$ cat config.mk
export PLATFORM = sky130hd
export DESIGN_NAME = dcd_top
export DESIGN_NICKNAME = d
export VERILOG_FILES = /design/src/core/dcd_pkg.sv /design/src/core/dcd_top.sv /design/src/core/dcd_decode.sv
export SDC_FILE = /design/constraint.sdc
export NUM_CORES = 1
export LEC_CHECK = 0
export ABC_AREA = 1
export BUFFER_PORTS_ARGS = -buffer_cell sky130_fd_sc_hd__buf_2
export CAP_MARGIN = 20
export CORE_UTILIZATION = 29
export CTS_BUF_LIST = sky130_fd_sc_hd__clkbuf_8 sky130_fd_sc_hd__clkbuf_16
export CTS_CLUSTER_DIAMETER = 150
export DETAILED_ROUTE_END_ITERATION = 8
export PLACE_DENSITY_LB_ADDON = 0.08
export SLEW_MARGIN = 5
export SYNTH_ARGS = -nofsm -noshare
export SYNTH_HDL_FRONTEND = slang
export SYNTH_HIERARCHICAL = 1
export SYNTH_SLANG_ARGS = --single-unit
$ cat constraint.sdc
create_clock -name clock_i -period 2 [get_ports clock_i]
set_input_delay 0.2 -clock clock_i [delete_from_list [all_inputs] [get_ports clock_i]]
set_output_delay 0.2 -clock clock_i [all_outputs]
set_load 0.05 [all_outputs]
$ cat src/core/dcd_pkg.sv
// package for the direct command decoder: command codes, action strobes
// assumes a single 100 MHz clock domain; imported nowhere, always scoped
package dcd_pkg;

  // ----------------------------------------------------------------
  // command codes
  // ----------------------------------------------------------------
  localparam logic [7:0] CMD_RX_STOP = 8'hd0;
  localparam logic [7:0] CMD_RX_START = 8'hd1;
  localparam logic [7:0] CMD_MEAS_AMPL = 8'hd3;
  localparam logic [7:0] CMD_GAIN_RESET = 8'hd5;
  localparam logic [7:0] CMD_REG_ADJUST = 8'hd6;
  localparam logic [7:0] CMD_DRV_CAL = 8'hd8;
  localparam logic [7:0] CMD_MEAS_PHASE = 8'hd9;
  localparam logic [7:0] CMD_RSSI_CLEAR = 8'hda;
  localparam logic [7:0] CMD_FIFO_CLEAR = 8'hdb;
  localparam logic [7:0] CMD_TRANSPARENT = 8'hdc;
  localparam logic [7:0] CMD_GP_TIMER = 8'he0;
  localparam logic [7:0] CMD_MASK_RX_TIMER = 8'he2;
  localparam logic [7:0] CMD_NRT_START = 8'he3;
  localparam logic [7:0] CMD_NRT_STOP = 8'he8;

  // ----------------------------------------------------------------
  // one-cycle action strobes toward the front-end
  // ----------------------------------------------------------------
  typedef struct packed {
    logic rx_stop;
    logic rx_start;
    logic meas_ampl;
    logic gain_reset;
    logic reg_adjust;
    logic drv_cal;
    logic meas_phase;
    logic rssi_clear;
    logic fifo_clear;
    logic transparent;
    logic gp_timer;
    logic mask_rx_timer;
    logic squelch_start;
    logic nrt_start;
    logic nrt_stop;
  } dcd_act_t;

  localparam dcd_act_t ACT_NONE = '0;

endpackage

$ cat src/core/dcd_top.sv
// direct command decoder: turns single command bytes into action strobes
// assumes the host interface hands over whole bytes with a valid pulse
// on the same clock; the rx enable and transparent flags are levels
module dcd_top (
  input wire logic clock_i,             // 100 MHz clock
  input wire logic rst_b_i,             // async reset, active low
  input wire logic [7:0] cmd_code_i,    // command byte from host interface
  input wire logic cmd_valid_i,         // one-cycle byte strobe
  output dcd_pkg::dcd_act_t act_o,      // one-cycle action strobes
  output logic rx_enabled_o,            // receivers and decoders running
  output logic transparent_o,           // transparent mode level
  output logic nrt_running_o,           // no-response timer running
  output logic bad_cmd_o                // one-cycle unknown code pulse
);

  // ----------------------------------------------------------------
  // decode
  // ----------------------------------------------------------------
  dcd_pkg::dcd_act_t dec_act;
  logic dec_known;

  // each byte is a whole command, decoded on its own
  dcd_decode u_decode (
    .code_i(cmd_code_i),
    .valid_i(cmd_valid_i),
    .act_o(dec_act),
    .known_o(dec_known)
  );

  // ----------------------------------------------------------------
  // registered strobes
  // ----------------------------------------------------------------
  // one cycle after the byte, the matching strobe fires for one cycle
  always_ff @(posedge clock_i or negedge rst_b_i) begin
    if (!rst_b_i) begin
      act_o <= dcd_pkg::ACT_NONE;
      bad_cmd_o <= 1'b0;
    end else begin
      act_o <= dec_act;
      bad_cmd_o <= cmd_valid_i & ~dec_known;
    end
  end

  // ----------------------------------------------------------------
  // receiver enable level
  // ----------------------------------------------------------------
  // receivers start enabled after reset
  always_ff @(posedge clock_i or negedge rst_b_i) begin
    if (!rst_b_i) begin
      rx_enabled_o <= 1'b1;
    end else if (dec_act.rx_stop) begin
      rx_enabled_o <= 1'b0;
    end else if (dec_act.rx_start) begin
      rx_enabled_o <= 1'b1;
    end
  end

  // ----------------------------------------------------------------
  // transparent mode level
  // ----------------------------------------------------------------
  // only reset leaves transparent mode
  always_ff @(posedge clock_i or negedge rst_b_i) begin
    if (!rst_b_i) begin
      transparent_o <= 1'b0;
    end else if (dec_act.transparent) begin
      transparent_o <= 1'b1;
    end
  end

  // ----------------------------------------------------------------
  // no-response timer run level
  // ----------------------------------------------------------------
  always_ff @(posedge clock_i or negedge rst_b_i) begin
    if (!rst_b_i) begin
      nrt_running_o <= 1'b0;
    end else if (dec_act.nrt_start) begin
      nrt_running_o <= 1'b1;
    end else if (dec_act.nrt_stop) begin
      nrt_running_o <= 1'b0;
    end
  end
endmodule

$ cat src/core/dcd_decode.sv
// code to action table for the direct command decoder
// assumes a valid-qualified byte from the main decoder, same clock
module dcd_decode (
  input wire logic [7:0] code_i,        // command byte
  input wire logic valid_i,             // byte present this cycle
  output dcd_pkg::dcd_act_t act_o,      // decoded strobes
  output logic known_o                  // code is a supported command
);

  // ----------------------------------------------------------------
  // table lookup
  // ----------------------------------------------------------------
  // one strobe per known code, two for the squelch code; unknown codes yield nothing
  always_comb begin
    act_o = dcd_pkg::ACT_NONE;
    known_o = 1'b1;
    case (code_i)
      dcd_pkg::CMD_RX_STOP: act_o.rx_stop = 1'b1;
      dcd_pkg::CMD_RX_START: act_o.rx_start = 1'b1;
      dcd_pkg::CMD_MEAS_AMPL: act_o.meas_ampl = 1'b1;
      dcd_pkg::CMD_GAIN_RESET: act_o.gain_reset = 1'b1;
      dcd_pkg::CMD_REG_ADJUST: act_o.reg_adjust = 1'b1;
      dcd_pkg::CMD_DRV_CAL: act_o.drv_cal = 1'b1;
      dcd_pkg::CMD_MEAS_PHASE: act_o.meas_phase = 1'b1;
      dcd_pkg::CMD_RSSI_CLEAR: act_o.rssi_clear = 1'b1;
      dcd_pkg::CMD_FIFO_CLEAR: act_o.fifo_clear = 1'b1;
      dcd_pkg::CMD_TRANSPARENT: act_o.transparent = 1'b1;
      dcd_pkg::CMD_GP_TIMER: act_o.gp_timer = 1'b1;
      dcd_pkg::CMD_MASK_RX_TIMER: begin
        act_o.mask_rx_timer = 1'b1;
        act_o.squelch_start = 1'b1;
      end
      dcd_pkg::CMD_NRT_START: act_o.nrt_start = 1'b1;
      dcd_pkg::CMD_NRT_STOP: act_o.nrt_stop = 1'b1;
      default: known_o = 1'b0;
    endcase
    if (!valid_i) begin
      act_o = dcd_pkg::ACT_NONE;
      known_o = 1'b0;
    end
  end

endmodule

; ---- Word-level counts from Yosys, hierarchy flattened
; Cells that the tools add are included.
[op_classes]
eq_ne = 14
muxes = 21
bitwise_logic = 2
n_reduce_logical = 3
[ops]
columns = op, count
row1 = 8-bit equality test (second input constant), 14
row2 = 1-bit 2-to-1 mux, 19
row3 = 15-bit 2-to-1 mux, 1
row4 = 14-bit OR reduction, 1
row5 = 2-bit nonzero test, 2
row6 = 2-bit 2-to-1 mux, 1
row7 = 1-bit bitwise AND, 1
row8 = 1-bit NOT, 1
[word_totals]
regBits = 19
inputBits = 11
out_inout_bits = 19

; ---- Depth between registers and ports, before layout
[logic_depth]
depth_word = 6
mapped_depth = 10
depth_no_buf = 10

; ---- Modules after synthesis
; The synthesis kept the hierarchy.
[by_module_without_submodules]
columns = mod, instances, cells_each, area_each_um2, seq_area_each_um2
row1 = dcd_top, 1, 28, 513.0, 476.7
row2 = dcd_decode, 1, 78, 332.8, 0.0

; ---- Least setup slack after synthesis
; Ideal clock, no wire load.
[synth_timing]
path_kind = input to register
start = input port cmd_code_i[6]
end = register bad_cmd_o
setup_ns = 0.071
arrival_time_ns = 0.919
required_time_ns = 1.929
setup_slack_ns = 1.009
path_stages = 9
path_buffers = 0
cell_sequence = nand2_1 -> inv_1 -> nand2_2 -> nor2_1 -> nor2_1 -> nand3_1 -> nor2_1 -> nor2_1 -> nor2_1
[synth_via]
elab_chain_len = 6
[synth_rtl]
columns = item, line
row1 = from (decl), dcd_top.sv:7  ; input wire logic [7:0] cmd_code_i,
row2 = 8-bit equality test, dcd_decode.sv:17  ; case (code_i)
row3 = 14-bit OR reduction (no line) (*), --
row4 = 1-bit 2-to-1 mux (*), dcd_decode.sv:17
row5 = 1-bit 2-to-1 mux (*), dcd_decode.sv:37  ; if (!valid_i) begin
row6 = via dec_known, dcd_top.sv:20  ; logic dec_known;
row7 = 1-bit NOT (*), dcd_top.sv:40  ; bad_cmd_o <= cmd_valid_i & ~dec_known;
row8 = 1-bit bitwise AND (*), dcd_top.sv:40
row9 = to (signal assigned), dcd_top.sv:40
row10 = to (decl), dcd_top.sv:13  ; output logic bad_cmd_o
; The timed path passes the listed nets; every way through them passes the cells marked *.
; A chain may end at the register's enable or synchronous reset.

; ---- Final worst setup path
[layout_timing]
start = register rx_enabled_o
end = output port rx_enabled_o
[layout_lines]
columns = item, line
row1 = from (decl), dcd_top.sv:10  ; output logic rx_enabled_o,
row2 = from (signal assigned), dcd_top.sv:50  ; rx_enabled_o <= 1'b1;
row3 = from (signal assigned), dcd_top.sv:52  ; rx_enabled_o <= 1'b0;
row4 = from (signal assigned), dcd_top.sv:54  ; rx_enabled_o <= 1'b1;
; No word-level cell between the ends.

==> results.md <==
* Clock-pin slew on the worst setup and hold paths at 70 ps
* Vias in the first global route at around 730
* Worst VDD drop at 331.6 uV
* R2R setup slack at 1280 ps
* Slew @ Worst Pin at 413.6 ps
* Crit-path cells: buf_2
* Leak at around 0.00063 uW
* First-pass GRT wire length at 3063 um
* Worst-path cell with the longest stage delay: dfstp_2
* Min-delay src: cmd_valid_i
* Pin count of the biggest net entering global routing at 20
* Core box area at 2758 um^2
* Clock skew at 0 ps
* N_diodes at 0
* Area after DPL at 1018 um^2
* Initial antenna violation count at 0
* Comb pwr share at 12.7%
* Setup TNS at 0 ps
* Worst R2R Start: rx_enabled_o
* Final Cycle Share at 61.61%
* Critical path type: reg -> out
* CTS tree: done
* Setup violators final at 0
* Tmin final at 1232 ps
* Worst path required time at 1800 ps
* Die extent in y at 56.01 um
* Worst Path Arrival at 1030 ps
* Hold worst-path end: bad_cmd_o
* Switching share of power at between 20% and 30%
* Post-Synthesis Cell Area at 845.8 um^2
* GR Util met1 at 15.38%
* Buf/Inv on CP at 1
* WHS at 163.3 ps
* Detail Route Antenna Nets at 0
* Overflow after GRT at 0
* Area growth, synth to finish at 27.07%
* Post-synth cell types at 16
* Avg WL per Cell at 10.40 um
* Met3 Resource Use GR at under 10%
* GRT busiest layer: met2
* R2R depth at 2
* Slew Limit Fails at 0
* GRT Util Overall at 12.76%
* Power Density at 697.3 nW/um^2
* Vias at 750
* Htree depth at 1
* Port bufs at 29
* Skew-Pair Late Insertion Delay at 250 ps
* Clk buf depth at 2
* Final wirelength at 1758 um
* Rows at 19
* RSZ-0062 raised after global routing: false
* Net Count, Synth at 117
* Avg Inst Size Synth at between 7 and 8 um^2
* Nets@finish at 150
* Cells after synthesis at 106
* TritonCTS buffer count at 3
* Initial Utilization at 30.67%
* DRT iter0 DRCs at 19
* Critical path launch point type: register
* Sequential power share at 52.7%
* R2r endpoint: rx_enabled_o
* Die W at 56.01 um
* Post-CTS Resized at 0
* Num ports at 30
* CP delay by family, top: flip-flops
* Worst Setup SP: rx_enabled_o
* Root Buffer: clkbuf_8
* Worst rel slew slack at 72.43%
* Share of layout cells above drive strength 1 at 29.71%
* Yosys reg bits at 19
* NetSw at 195.0 uW
* Hold Path Class: in -> reg
* Part of the power in the clock network at 34.6%
* Nature of the critical path endpoint: primary output
* Status: complete, no violations
* Post-synthesis sequential area ratio at 56.36%
* Hpwl dp at 1389 um
* Pint at ~550 uW
* Hold path cells at 3
* Finished Cell Area at about 1100 um^2
* Fmax at 811.6 MHz
* # Max-Cap Violations at 0
* Max FO, Critical Path at 2
* Global-route met2 utilization at 20.41%
* Fin. Hold Viols at 0
* Yosys warns at 6
* Max incr delay on CP at 530 ps
* Clk sink count at 19
* Die outline area at 3137 um^2
* # DRC at 0
* DR vias/cell at 4.438
* Number of iterations in the first detailed-routing pass at 4
* Routability cong. at 0.7966
metrics by stage:
step	util, %	setup slack, ps	total power (uW)	std cells
floorplan	-	1009	461.7	106
finish	38.97	767.9	749.4	169
global route	38.97	733.1	794.0	169
global placement	36.93	742.4	496.5	164
detailed placement	36.93	720.8	497.2	164
CTS	38.97	755.6	767.1	169
Yosys cell counts:
library cell   n  share of area, %
nor4_1         4               3.0
or2_1          1              0.74
nand2_2        3               2.2
inv_2          2              0.89
nand2_1       25                11
dfstp_2        1               3.1
nor3_1         4               2.4
nor2_4         1               1.3
buf_4          1              0.89
dfrtp_1       18                53
nor2_1        31                14
nand3_1        1              0.59
nor2_2         1              0.74
o21ai_0        2               1.2
buf_1          1              0.44
inv_1         10               4.4
kinds of logic (layout without fill, tap and decap cells):
group           Yosys count  in the layout  synth area share, %
buf+inv                  14             46                6.658
compound gates            2              2                1.183
flops                    19             19                56.36
simple gates             71             71                35.80
repair_timing:
item	CTS	global route
buffers inserted	0	0
endpoints found under the setup margin	0	0
endpoints found under the hold margin	18	0
hold buffers	1	0
layer usage:
layer / share of wire (%) / wire, um
met5: 0 / 0
met3: 6.3 / 111
met4: 1.2 / 21
met2: 46 / 816
met1: 46 / 809
power by group through the flow:
stage	Clock (uW)	Sequential [uW]	Combinational [uW]
after floorplan	0	427	34.8
after global placement	0	402	94.8
after detailed placement	0	402	95.0
after CTS	276	395	96.7
after global routing	292	396	106
final	259	395	95.3
area by class of cell:
class | instances | area (um^2)
Tap cell | 31 | 38.79
Inverter | 12 | 45.04
Fill cell | 297 | 1683
Timing Repair Buffer | 30 | 155.1
Clock inverter | 1 | 5.005
Sequential cell | 19 | 476.7
Multi-Input combinational cell | 73 | 312.8
Clock buffer | 3 | 41.29
cells in the final DEF (no fill, tap or decap):
cell type	instances
nor2_1	31
buf_2	29
nand2_1	25
dfrtp_1	18
inv_1	10
nor3_1	4
nor4_1	4
clkbuf_8	3
nand2_2	3
inv_2	2
o21ai_0	2
or2_1	1
clkinv_2	1
dlygate4sd3_1	1
dfstp_2	1
nor2_4	1
nor2_2	1
nand3_1	1
how the worst max path moves through the flow:
stage                    to  slack (ps)  cells after the start
5_1_grt        rx_enabled_o         730                      1
4_1_cts        rx_enabled_o         760                      1
6_report       rx_enabled_o         770                      1
2_1_floorplan     bad_cmd_o        1010                      9
3_3_place_gp      bad_cmd_o         740                     10
3_5_place_dp      bad_cmd_o         720                     10
worst reg2reg max path, cell delays in order, from the launching register on:
cell	delay, ps
dfstp_2	530
nor2_1	40
nor2_1	90
registers in the layout, summed over array words and instances (netlist names):
| name | flops |
|---|---|
| act_o | 15 |
| bad_cmd_o | 1 |
| nrt_running_o | 1 |
| rx_enabled_o | 1 |
| transparent_o | 1 |
No activity file was read; power rests on OpenSTA's default activity.
